File: src/psp_pkg.sv
`default_nettype none
package psp_pkg;
	// ***************************************************************
	// register map (byte addresses, one word each)
	// ***************************************************************
	localparam logic [7:0] ADR_PORT_DATA = 8'hD8;
	localparam logic [7:0] ADR_PORT_CTL = 8'hE8;
	localparam logic [7:0] ADR_IRQ_STATUS = 8'hF0;
	localparam logic [7:0] ADR_IRQ_MASK = 8'hF4;

	// ***************************************************************
	// control/status fields
	// ***************************************************************
	localparam int CTL_IN_FULL = 0;
	localparam int CTL_OUT_FULL = 1;
	localparam int CTL_STROBE_MODE = 2;
	localparam int CTL_CLR_EDGE = 3;
	localparam int CTL_PIN_A_LSB = 4;
	localparam int CTL_PIN_B_LSB = 6;
	localparam int CTL_MODE_W = 6;
	localparam logic [7:0] CTL_RESET = 8'hFC;

	// pin function codes, shared by pin a and pin b
	localparam logic [1:0] PIN_LOW = 2'h0;
	localparam logic [1:0] PIN_HIGH = 2'h1;
	localparam logic [1:0] PIN_FLAG = 2'h2;
	localparam logic [1:0] PIN_INPUT = 2'h3;

	// ***************************************************************
	// interrupt status bits
	// ***************************************************************
	localparam int IRQ_W = 2;
	localparam int IRQ_IN_LOADED = 0;
	localparam int IRQ_OUT_TAKEN = 1;

	// ***************************************************************
	// synchroniser lane layout
	// ***************************************************************
	localparam int DATA_W = 8;
	localparam int SY_W = 12;
	localparam int SY_DATA_LSB = 0;
	localparam int SY_IN_STB = 8;
	localparam int SY_OUT_STB = 9;
	localparam int SY_PIN_A = 10;
	localparam int SY_PIN_B = 11;
	// strobes and flag pins idle high (pulled up)
	localparam logic [SY_W-1:0] SY_INIT = 12'h0F00;
endpackage
`default_nettype wire

File: src/psp_sync_if.sv
`timescale 1ns/1ps
`default_nettype none
interface psp_sync_if #(parameter int W = 12);
	logic [W-1:0] lvl;
	logic [W-1:0] rise;
	logic [W-1:0] fall;
	modport src (output lvl, output rise, output fall);
	modport dst (input lvl, input rise, input fall);
endinterface
`default_nettype wire

File: src/psp_sync.sv
`timescale 1ns/1ps
`default_nettype none
module psp_sync #(
	parameter int W = 12,
	parameter logic [W-1:0] INIT = '0
) (
	input wire logic core_clk, // system clock
	input wire logic resetn, // async reset, active low
	input wire logic [W-1:0] raw, // pins from outside
	psp_sync_if.src sy // synchronised levels and edges
);
	typedef struct packed {
		logic [W-1:0] s1;
		logic [W-1:0] s2;
		logic [W-1:0] s3;
	} psp_sync_st_t;

	psp_sync_st_t st_r, st_nxt;

	// ***************************************************************
	// two-flop synchroniser, third stage only for edge detection
	// ***************************************************************
	always_comb begin
		st_nxt = st_r;
		st_nxt.s1 = raw;
		st_nxt.s2 = st_r.s1;
		st_nxt.s3 = st_r.s2;
	end

	// reset to idle levels so no false edge appears at release
	always_ff @(posedge core_clk or negedge resetn) begin
		if (!resetn) begin
			st_r <= {INIT, INIT, INIT};
		end else begin
			st_r <= st_nxt;
		end
	end

	// s1 feeds only s2; edges are taken from later stages
	assign sy.lvl = st_r.s2;
	assign sy.rise = st_r.s2 & ~st_r.s3;
	assign sy.fall = ~st_r.s2 & st_r.s3;
endmodule
`default_nettype wire

File: src/psp_port.sv
// Our own choice: the Wishbone interface to the registers.
`timescale 1ns/1ps
`default_nettype none
// Functional notes
// control register is read/write except bits 0 and 1, which are read-only
// reset sets control bits 2 to 7 and clears bits 0 and 1
// strobe loading the input buffer sets the input-full flag in bit 0
// reading the data register clears the input-full flag
// writing the data register sets the output-full flag in bit 1
// strobe mode 0: load and flag on rising input strobe edge
// strobe mode 1: flag on falling edge, buffer transparent while strobe low
// output-full cleared on output strobe rise if bit 3 set, else fall
// bits 5:4 make pin a low, high, output-full, or select input
// select input low sends data register, high sends control register
// bits 7:6 make pin b low, high, input-full, or port gate input
// gate input high disables both strobes; low enables port input and output
// bit7=0, bits5:4=10 drive outputs always; output strobe only clears flag
// otherwise drive port only while output strobe is held low
// gate input high floats port drivers and blocks input latching
// strobe, flag and data pins are synchronised before their edges are used
module psp_port (
	input wire logic core_clk, // system clock, 25 MHz
	input wire logic resetn, // async reset, active low
	input wire logic wb_cyc_i, // wishbone cycle
	input wire logic wb_stb_i, // wishbone strobe
	input wire logic wb_we_i, // wishbone write
	input wire logic [7:0] wb_adr_i, // byte address
	input wire logic [3:0] wb_sel_i, // byte lanes
	input wire logic [31:0] wb_dat_i, // write data
	output logic [31:0] wb_dat_o, // read data
	output logic wb_ack_o, // transfer done
	input wire logic [psp_pkg::DATA_W-1:0] port_data_i, // port pins in
	output logic [psp_pkg::DATA_W-1:0] port_data_o, // port pins out
	output logic port_data_oe_n, // low while driving port
	input wire logic input_strobe_i, // input strobe pin
	input wire logic output_strobe_i, // output strobe pin
	input wire logic handshake_pin_a_i, // pin a in
	output logic handshake_pin_a_o, // pin a out
	output logic handshake_pin_a_oe_n, // low while driving pin a
	input wire logic handshake_pin_b_i, // pin b in
	output logic handshake_pin_b_o, // pin b out
	output logic handshake_pin_b_oe_n, // low while driving pin b
	output logic irq_o // level interrupt
);
	typedef struct packed {
		logic [psp_pkg::CTL_MODE_W-1:0] ctl;
		logic in_full;
		logic out_full;
		logic [psp_pkg::DATA_W-1:0] in_buf;
		logic [psp_pkg::DATA_W-1:0] out_buf;
		logic [psp_pkg::IRQ_W-1:0] irq_st;
		logic [psp_pkg::IRQ_W-1:0] irq_msk;
		logic irq;
		logic ack;
		logic [31:0] dat;
		logic [psp_pkg::DATA_W-1:0] pd_o;
		logic pd_oe_n;
		logic pa_o;
		logic pa_oe_n;
		logic pb_o;
		logic pb_oe_n;
	} psp_state_t;

	psp_state_t st_r, st_nxt;

	// ***************************************************************
	// pin synchronisation
	// ***************************************************************
	psp_sync_if #(.W(psp_pkg::SY_W)) sy ();

	// data rides the same pipeline as the strobes so a loaded byte
	// matches the edge that loads it
	psp_sync #(
		.W(psp_pkg::SY_W),
		.INIT(psp_pkg::SY_INIT)
	) u_sync (
		.core_clk(core_clk),
		.resetn(resetn),
		.raw({handshake_pin_b_i, handshake_pin_a_i, output_strobe_i,
			input_strobe_i, port_data_i}),
		.sy(sy)
	);

	// ***************************************************************
	// helpers
	// ***************************************************************
	// pin drive for the three output functions; input mode floats
	function automatic logic [1:0] pin_drive(input logic [1:0] mode, input logic flag);
		logic [1:0] r;
		r = 2'h0;
		case (mode)
			psp_pkg::PIN_LOW: r = 2'h0;
			psp_pkg::PIN_HIGH: r = 2'h2;
			psp_pkg::PIN_FLAG: r = {flag, 1'b0};
			psp_pkg::PIN_INPUT: r = 2'h1;
			default: r = 2'h1;
		endcase
		return r;
	endfunction

	// full control/status byte as seen by software and the select path
	function automatic logic [7:0] ctl_byte(input psp_state_t s);
		return {s.ctl, s.out_full, s.in_full};
	endfunction

	logic [psp_pkg::DATA_W-1:0] sy_data;
	logic in_stb, out_stb;
	logic [1:0] mode_a, mode_b;
	logic strobe_mode, clr_edge;
	logic gate_off, out_always, sel_ctl;
	logic ld_rise, ld_fall, ld_open, in_set, out_clr;
	logic req, commit, wr, lane0;
	logic wr_data, rd_data, wr_ctl, wr_st, wr_msk;
	logic [31:0] rd_val;

	// ***************************************************************
	// mode decode and strobe qualification
	// ***************************************************************
	always_comb begin
		sy_data = sy.lvl[psp_pkg::SY_DATA_LSB +: psp_pkg::DATA_W];
		in_stb = sy.lvl[psp_pkg::SY_IN_STB];
		out_stb = sy.lvl[psp_pkg::SY_OUT_STB];
		mode_a = st_r.ctl[psp_pkg::CTL_PIN_A_LSB-2 +: 2];
		mode_b = st_r.ctl[psp_pkg::CTL_PIN_B_LSB-2 +: 2];
		strobe_mode = st_r.ctl[psp_pkg::CTL_STROBE_MODE-2];
		clr_edge = st_r.ctl[psp_pkg::CTL_CLR_EDGE-2];
		gate_off = (mode_b == psp_pkg::PIN_INPUT) && sy.lvl[psp_pkg::SY_PIN_B];
		out_always = !mode_b[1] && (mode_a == psp_pkg::PIN_FLAG);
		sel_ctl = (mode_a == psp_pkg::PIN_INPUT) && sy.lvl[psp_pkg::SY_PIN_A];
		ld_rise = !strobe_mode && sy.rise[psp_pkg::SY_IN_STB] && !gate_off;
		ld_fall = strobe_mode && sy.fall[psp_pkg::SY_IN_STB] && !gate_off;
		ld_open = strobe_mode && !in_stb && !gate_off;
		in_set = ld_rise || ld_fall;
		// edge choice per bit 3; gate blocks the strobe in every mode
		out_clr = !gate_off && (clr_edge ? sy.rise[psp_pkg::SY_OUT_STB]
			: sy.fall[psp_pkg::SY_OUT_STB]);
	end

	// ***************************************************************
	// wishbone decode
	// ***************************************************************
	// side effects land on the ack edge, when the master takes the data
	always_comb begin
		req = wb_cyc_i && wb_stb_i;
		commit = req && st_r.ack;
		wr = commit && wb_we_i;
		lane0 = wb_sel_i[0];
		wr_data = wr && lane0 && (wb_adr_i == psp_pkg::ADR_PORT_DATA);
		wr_ctl = wr && lane0 && (wb_adr_i == psp_pkg::ADR_PORT_CTL);
		wr_st = wr && lane0 && (wb_adr_i == psp_pkg::ADR_IRQ_STATUS);
		wr_msk = wr && lane0 && (wb_adr_i == psp_pkg::ADR_IRQ_MASK);
		rd_data = commit && !wb_we_i && (wb_adr_i == psp_pkg::ADR_PORT_DATA);
		// unmapped addresses read zero and ignore writes
		case (wb_adr_i)
			psp_pkg::ADR_PORT_DATA: rd_val = {24'h00_0000, st_r.in_buf};
			psp_pkg::ADR_PORT_CTL: rd_val = {24'h00_0000, ctl_byte(st_r)};
			psp_pkg::ADR_IRQ_STATUS: rd_val = {30'h0000_0000, st_r.irq_st};
			psp_pkg::ADR_IRQ_MASK: rd_val = {30'h0000_0000, st_r.irq_msk};
			default: rd_val = 32'h0000_0000;
		endcase
	end

	// ***************************************************************
	// next state
	// ***************************************************************
	always_comb begin
		st_nxt = st_r;
		// one wait state: ack in the cycle after the request, then drop
		st_nxt.ack = req && !st_r.ack;
		if (req && !st_r.ack) begin
			st_nxt.dat = rd_val;
		end

		// flag bits 0 and 1 are never taken from write data
		if (wr_ctl) begin
			st_nxt.ctl = wb_dat_i[7:2];
		end
		if (wr_data) begin
			st_nxt.out_buf = wb_dat_i[psp_pkg::DATA_W-1:0];
		end

		// input buffer: edge load or transparent window
		if (ld_rise || ld_open) begin
			st_nxt.in_buf = sy_data;
		end

		// read clears, strobe sets; set wins in the same cycle
		if (rd_data) begin
			st_nxt.in_full = 1'b0;
		end
		if (in_set) begin
			st_nxt.in_full = 1'b1;
		end

		// strobe clears, software write sets; set wins
		if (out_clr) begin
			st_nxt.out_full = 1'b0;
		end
		if (wr_data) begin
			st_nxt.out_full = 1'b1;
		end

		// interrupt status: write one to clear, new events win
		if (wr_st) begin
			st_nxt.irq_st = st_r.irq_st & ~wb_dat_i[psp_pkg::IRQ_W-1:0];
		end
		if (in_set) begin
			st_nxt.irq_st[psp_pkg::IRQ_IN_LOADED] = 1'b1;
		end
		if (out_clr && st_r.out_full) begin
			st_nxt.irq_st[psp_pkg::IRQ_OUT_TAKEN] = 1'b1;
		end
		if (wr_msk) begin
			st_nxt.irq_msk = wb_dat_i[psp_pkg::IRQ_W-1:0];
		end
		st_nxt.irq = |(st_r.irq_st & st_r.irq_msk);

		// port data source and drivers
		st_nxt.pd_o = sel_ctl ? ctl_byte(st_r) : st_r.out_buf;
		if (out_always) begin
			st_nxt.pd_oe_n = 1'b0;
		end else begin
			st_nxt.pd_oe_n = gate_off || out_stb;
		end

		// handshake pins
		{st_nxt.pa_o, st_nxt.pa_oe_n} = pin_drive(mode_a, st_r.out_full);
		{st_nxt.pb_o, st_nxt.pb_oe_n} = pin_drive(mode_b, st_r.in_full);
	end

	// ***************************************************************
	// state register
	// ***************************************************************
	// reset leaves both pins as inputs and the port floating
	always_ff @(posedge core_clk or negedge resetn) begin
		if (!resetn) begin
			st_r <= '0;
			st_r.ctl <= psp_pkg::CTL_RESET[7:2];
			st_r.in_full <= psp_pkg::CTL_RESET[psp_pkg::CTL_IN_FULL];
			st_r.out_full <= psp_pkg::CTL_RESET[psp_pkg::CTL_OUT_FULL];
			st_r.pd_oe_n <= 1'b1;
			st_r.pa_oe_n <= 1'b1;
			st_r.pb_oe_n <= 1'b1;
		end else begin
			st_r <= st_nxt;
		end
	end

	// ***************************************************************
	// outputs
	// ***************************************************************
	assign wb_ack_o = st_r.ack;
	assign wb_dat_o = st_r.dat;
	assign port_data_o = st_r.pd_o;
	assign port_data_oe_n = st_r.pd_oe_n;
	assign handshake_pin_a_o = st_r.pa_o;
	assign handshake_pin_a_oe_n = st_r.pa_oe_n;
	assign handshake_pin_b_o = st_r.pb_o;
	assign handshake_pin_b_oe_n = st_r.pb_oe_n;
	assign irq_o = st_r.irq;
endmodule
`default_nettype wire

File: config.mk
export PLATFORM = sky130hd
export DESIGN_NAME = psp_port
export DESIGN_NICKNAME = d
export VERILOG_FILES = /design/src/psp_pkg.sv /design/src/psp_sync_if.sv /design/src/psp_sync.sv /design/src/psp_port.sv
export SDC_FILE = /design/constraint.sdc
export NUM_CORES = 1
export LEC_CHECK = 0
export CAP_MARGIN = 20
export CORE_UTILIZATION = 50
export DETAILED_ROUTE_END_ITERATION = 10
export DONT_BUFFER_PORTS = 1
export PLACE_DENSITY = 0.65
export SYNTH_ARGS = -nofsm -noshare
export SYNTH_HDL_FRONTEND = slang
export SYNTH_SLANG_ARGS = --single-unit
File: constraint.sdc
create_clock -name core_clk -period 1.5 [get_ports core_clk]
set_clock_uncertainty 0.05 [all_clocks]
set_input_delay 0.225 -clock core_clk [delete_from_list [all_inputs] [get_ports core_clk]]
set_output_delay 0.225 -clock core_clk [all_outputs]
set_load 0.02 [all_outputs]
== Word-level counts from Yosys, hierarchy flattened ==
Cells that the tools add are included.

* Flip-flop bits (word level): 109

* Equal/unequal tests: 10
* Muxes and demuxes: 13
* Bitwise gates (word level): 7
* Reductions and logical operators: 38

{| class="wikitable"
|+ Operators with widths
! cell !! count
|-
| $eq A8 B8 Y1 const B || 4
|-
| $pmux W8 S4 || 1
|-
| $logic_and A1 B1 Y1 || 22
|-
| $and A10 B10 Y10 || 2
|-
| $not A10 Y10 || 2
|-
| $pmux W2 S4 || 2
|-
| $eq A2 B2 Y1 const B || 4
|-
| $mux W1 || 8
|-
| $mux W8 || 1
|-
| $reduce_bool A2 Y1 || 4
|-
| $logic_not A1 Y1 || 6
|-
| $and A2 B2 Y2 || 2
|-
| $eq A2 B1 Y1 const B || 2
|-
| $logic_not A2 Y1 || 2
|-
| $logic_or A1 B1 Y1 || 3
|-
| $mux W2 || 1
|-
| $not A2 Y2 || 1
|-
| $reduce_or A2 Y1 || 1
|}

== Depth between registers and ports, before layout ==
* Depth after elaboration: 7
* Mapped depth: 4
* Mapped depth without buffers: 3

== Hierarchy ==
From an unflattened synthesis, not the netlist that was laid out.

* Cell total of the unflattened synthesis: 273
* Area total of the unflattened synthesis: 3,713.6 um^2

{| class="wikitable"
|+ By module, submodules not included
! module !! instances !! cells an instance !! area an instance (um^2) !! sequential area each (um^2)
|-
| psp_port || 1 || 201 || 2,497.4 || 1,287.5
|-
| psp_sync || 1 || 72 || 1,216.2 || 915.9
|}

== Least setup slack after synthesis ==
Ideal clock, no wire load.

* Path kind: input to register
* Start: in wb_adr_i[1]
* End: reg st_r[51] in the netlist's numbering
* Setup time: 0.125 ns
* Arrival time: 1.759 ns
* Required time: 1.325 ns
* Slack: -0.434 ns
* Stages: 4
* Path buffers: 1
* Cells stage by stage: or4b_1 -> buf_2 -> nor4_4 -> mux2_2

* Cells in the longest elaborated chain, start to end: 2

{| class="wikitable"
|+ RTL lines
! what !! line !! RTL
|-
| start: declaration || psp_port.sv:27 || <nowiki>input wire logic [7:0] wb_adr_i,</nowiki>
|-
| $eq A8 B8 Y1 || psp_port.sv:148 || <nowiki>wr_data = wr && lane0 && (wb_adr_i == psp_pkg::ADR_PORT_DATA);</nowiki>
|-
| $logic_and A1 B1 Y1 || psp_port.sv:148 ||
|-
| end signal: assignment || psp_port.sv:245 || <nowiki>st_r <= st_nxt;</nowiki>
|-
| end: declaration || psp_port.sv:64 || <nowiki>psp_state_t st_r, st_nxt;</nowiki>
|}

No other way between the ends.
A chain may end at the register's enable or synchronous reset.

== Worst setup path after layout ==
* Start: reg st_r, in the netlist wb_ack_o
* End: reg st_r[51] in the netlist's numbering

* Cells in the longest elaborated chain, start to end: 4

{| class="wikitable"
|+ RTL lines
! what !! line !! RTL
|-
| $logic_and A1 B1 Y1 || psp_port.sv:145 || <nowiki>commit = req && st_r.ack;</nowiki>
|-
| $logic_and A1 B1 Y1 || psp_port.sv:146 || <nowiki>wr = commit && wb_we_i;</nowiki>
|-
| $logic_and A1 B1 Y1 (2 in series) || psp_port.sv:148 ||
|}

No other way between the ends.

==> results by group <==
Status
  • Status: complete, but fails checks
  • Failing checks: negative hold slack, negative setup slack

Timing
  • Crit path time final: 1.55 ns
  • RSZ-0062 raised after global routing: true
  • Final setup fails: 9
  • Final worst-path setup slack: -0.0475 ns
  • Final Hold Slack: -0.483 ns
  • Fin. Hold Viols: 77
  • Final period util: 103%
  • Fmax achieved: 0.646 GHz
  • Max-slew violations: 0

Routing
  • Wire length per cell: 16.5 um
  • Initial drt markers: 95
  • Final Routed Wirelength: around 5600 um
  • Post-route ant nets: 0
  • Vias: between 1.5k and 2k
  • Vias/cell: around 5.2
  • TritonRoute pass-1 iters: 4
  • # DRC: 0

Cells and area
  • Fill cells: about 460
  • Layout cells sized above 1: between 30% and 40%
  • Post-layout net count: 321
  • Most frequent cells in the layout: dfrtp_1, conb_1, dlygate4sd3_1
  • Antenna cells: 0
  • Non-Filler Instances: 340
  • Commonest non-fill, non-tap cell in the layout: dfrtp_1
  • Area added between synthesis and finish: 20.9%

Floorplanning
  • Core area: 6030 sq um
  • Starting Density: between 50% and 60%
  • I/O pin count: 108
  • Die W: 81.6 um
  • DIE HEIGHT: 81.6 um
  • Site Rows: 28
  • DIE AREA: between 6000 and 7000 sq um

Flow run
  • Max-Cap Viols: 0

Placed design
  • # port buffers: 0
  • Cell Count Post-Placement: a little under 300
  • GPL Wtd Cong: 0.779
  • DP Wirelength: 3550 um

Clocking
  • CTS tree: built
  • CTS buffer count: 9
  • Clock latency on the worst-skew pair: about 0.34 ns
  • Worst-path clk slew: 0.08 ns
  • Root Buffer: clkbuf_8
  • # clock sinks: 77
  • Max clock buf depth: 2
  • H-tree depth: 3

Synthesis
  • Mapped Avg Cell Area: 13.8 sq um
  • Synth area leaders: dfrtp_1, dfstp_2, mux2_2, buf_4, a22o_1
  • Post-synth EDFFs: 0
  • Post-synthesis instance area: 3170 sq um
  • Post-synthesis register bit count: 77
  • Sequential area share after synthesis: about three fifths
  • Post-synth top area share: between 40% and 50%
  • Synth Instances: between 200 and 250
  • Synth warn: 0
  • Ys flop type: dfrtp_1
  • Synth unique cells: 34
  • Synth area leader: dfrtp_1
  • Post-synth ARST share: 100%

GRT
  • GRT Total Usage: 17.8%
  • Vias in the first global route: approximately 1.7k
  • Congestion Overflow GR: 0
  • Largest net degree at the start of global routing: 78
  • Antenna violations before repair: 0
  • First-pass GRT wire length: 8360 um

Setup path
  • R2R depth: 5
  • CP required: between 1.5 and 2 ns
  • Critical path launch point type: flop
  • Endpoint class of the critical path: flop
  • Setup CP Type: flop to flop
  • Crit-path max FO: 5
  • Worst Path Arrival: between 1.5 and 2 ns

Pwr
  • VDD IR max: 1.21 mV
  • Post-route total power: 4.45 mW
  • Leak pwr: 1.73 nW
  • Pwr dens: ~1200 nW/um^2

Worst hold path
  • Worst Hold Class: input port to asynchronous set/reset pin
-- per-stage QoR --
step	util, %	hold WS (ns)	setup WS [ns]	cell area (sq um)	setup TNS, ns
2_1_floorplan	-	-0.121	-0.359	3310	-5.97
3_3_place_gp	53.3	-0.119	-0.238	3210	-5.21
3_5_place_dp	53.3	-0.118	-0.260	3210	-5.68
4_1_cts	61.7	-0.503	-0.00998	3720	-0.0410
5_1_grt	63.6	-0.505	-0.123	3830	-1.83
6_report	63.6	-0.483	-0.0475	3830	-0.298
-- power by group --
group	total [mW]	switching [mW]	internal, mW
clock	2.00	0.737	1.27
sequential	2.20	0.0397	2.16
combinational	0.242	0.124	0.118
-- layout make-up --
class | count | area [sq um] | area share [%]
tap | 75 | 93.8 | 2.45
multi-input combinational | 127 | 1090 | 28.5
clock buffer | 9 | 124 | 3.23
timing repair buffer | 41 | 419 | 10.9
sequential | 77 | 1950 | 50.9
inverter | 4 | 15.0 | 0.392
clock inverter | 7 | 138 | 3.59
-- per-layer routing --
metal  routed length (um)  track usage [%]  part of all wire [%]
met4                   36             6.84                  0.64
met5                    0                0                     0
met2                 2740             27.6                    49
met3                  338             6.11                   6.0
met1                 2490             23.1                    44
-- final timing paths --
kind / startpoint / to / slack, ns
max in group asynchronous: resetn / u_sync.sy.lvl[8] / 1.68
min in group core_clk: wb_we_i / st_r[49] / 0.11
min: resetn / port_data_o[5] / -0.48
max: wb_ack_o / st_r[51] / -0.05
max reg2reg: wb_ack_o / st_r[51] / -0.05
min reg2reg: u_sync.st_nxt[15] / u_sync.sy.lvl[3] / 0.30
-- kinds of logic (layout without fill, tap and decap cells) --
logic type                Yosys count  after routing  synth area share, %
DFF                                77             77                 61.6
xor gates and xnor gates            1              1                0.277
and+or+nand+nor                    42             42                 9.64
buffers and inverters              48             61                 10.5
AOI/OAI and AO/OA                  29             29                 7.03
muxes                              31             31                 10.9
other                               1             24                0.118
-- synth_stat cells (2+ instances only) --
cell type / instances
a211o_1: 2
buf_4: 40
clkbuf_1: 3
nand4b_1: 4
a22o_1: 14
nand2b_1: 4
nor4_4: 2
o21ai_0: 5
dfrtp_1: 58
mux2i_1: 3
nand2_1: 6
dfstp_2: 19
nor4_1: 5
mux2_2: 28
nand3b_1: 7
nand3_1: 4
inv_1: 4
nor2b_1: 3
and2_1: 2
a2111oi_0: 2
-- what timing repair did --
| item | in CTS | in global routing |
|---|---|---|
| gates cloned | 0 | 1 |
| pin swaps | 3 | 6 |
| endpoints found under the hold margin | 106 | 79 |
| setup endpoints to repair | 24 | 33 |
| gates resized for setup | 5 | 13 |
| buffers inserted | 2 | 3 |
| hold buffers | 20 | 1 |
-- registers in the layout, indices dropped and copies added (netlist names) --
signal / cells
st_r: 23
wb_ack_o: 1
handshake_pin_b_o: 1
handshake_pin_a_oe_n: 1
clr_edge: 1
irq_o: 1
u_sync.sy.lvl: 12
u_sync.st_r: 2
handshake_pin_a_o: 1
wb_dat_o: 8
mode_a: 2
port_data_oe_n: 1
port_data_o: 8
handshake_pin_b_oe_n: 1
u_sync.st_nxt: 12
mode_b: 2
-- critical path, stage by stage (launching register included) --
cell and delay (ns):
dfrtp_1 0.40, nand3_4 0.13, nor4_4 0.22, buf_4 0.19
clkbuf_16 0.15, mux2_4 0.29
Power figures use the tool's default switching activity.
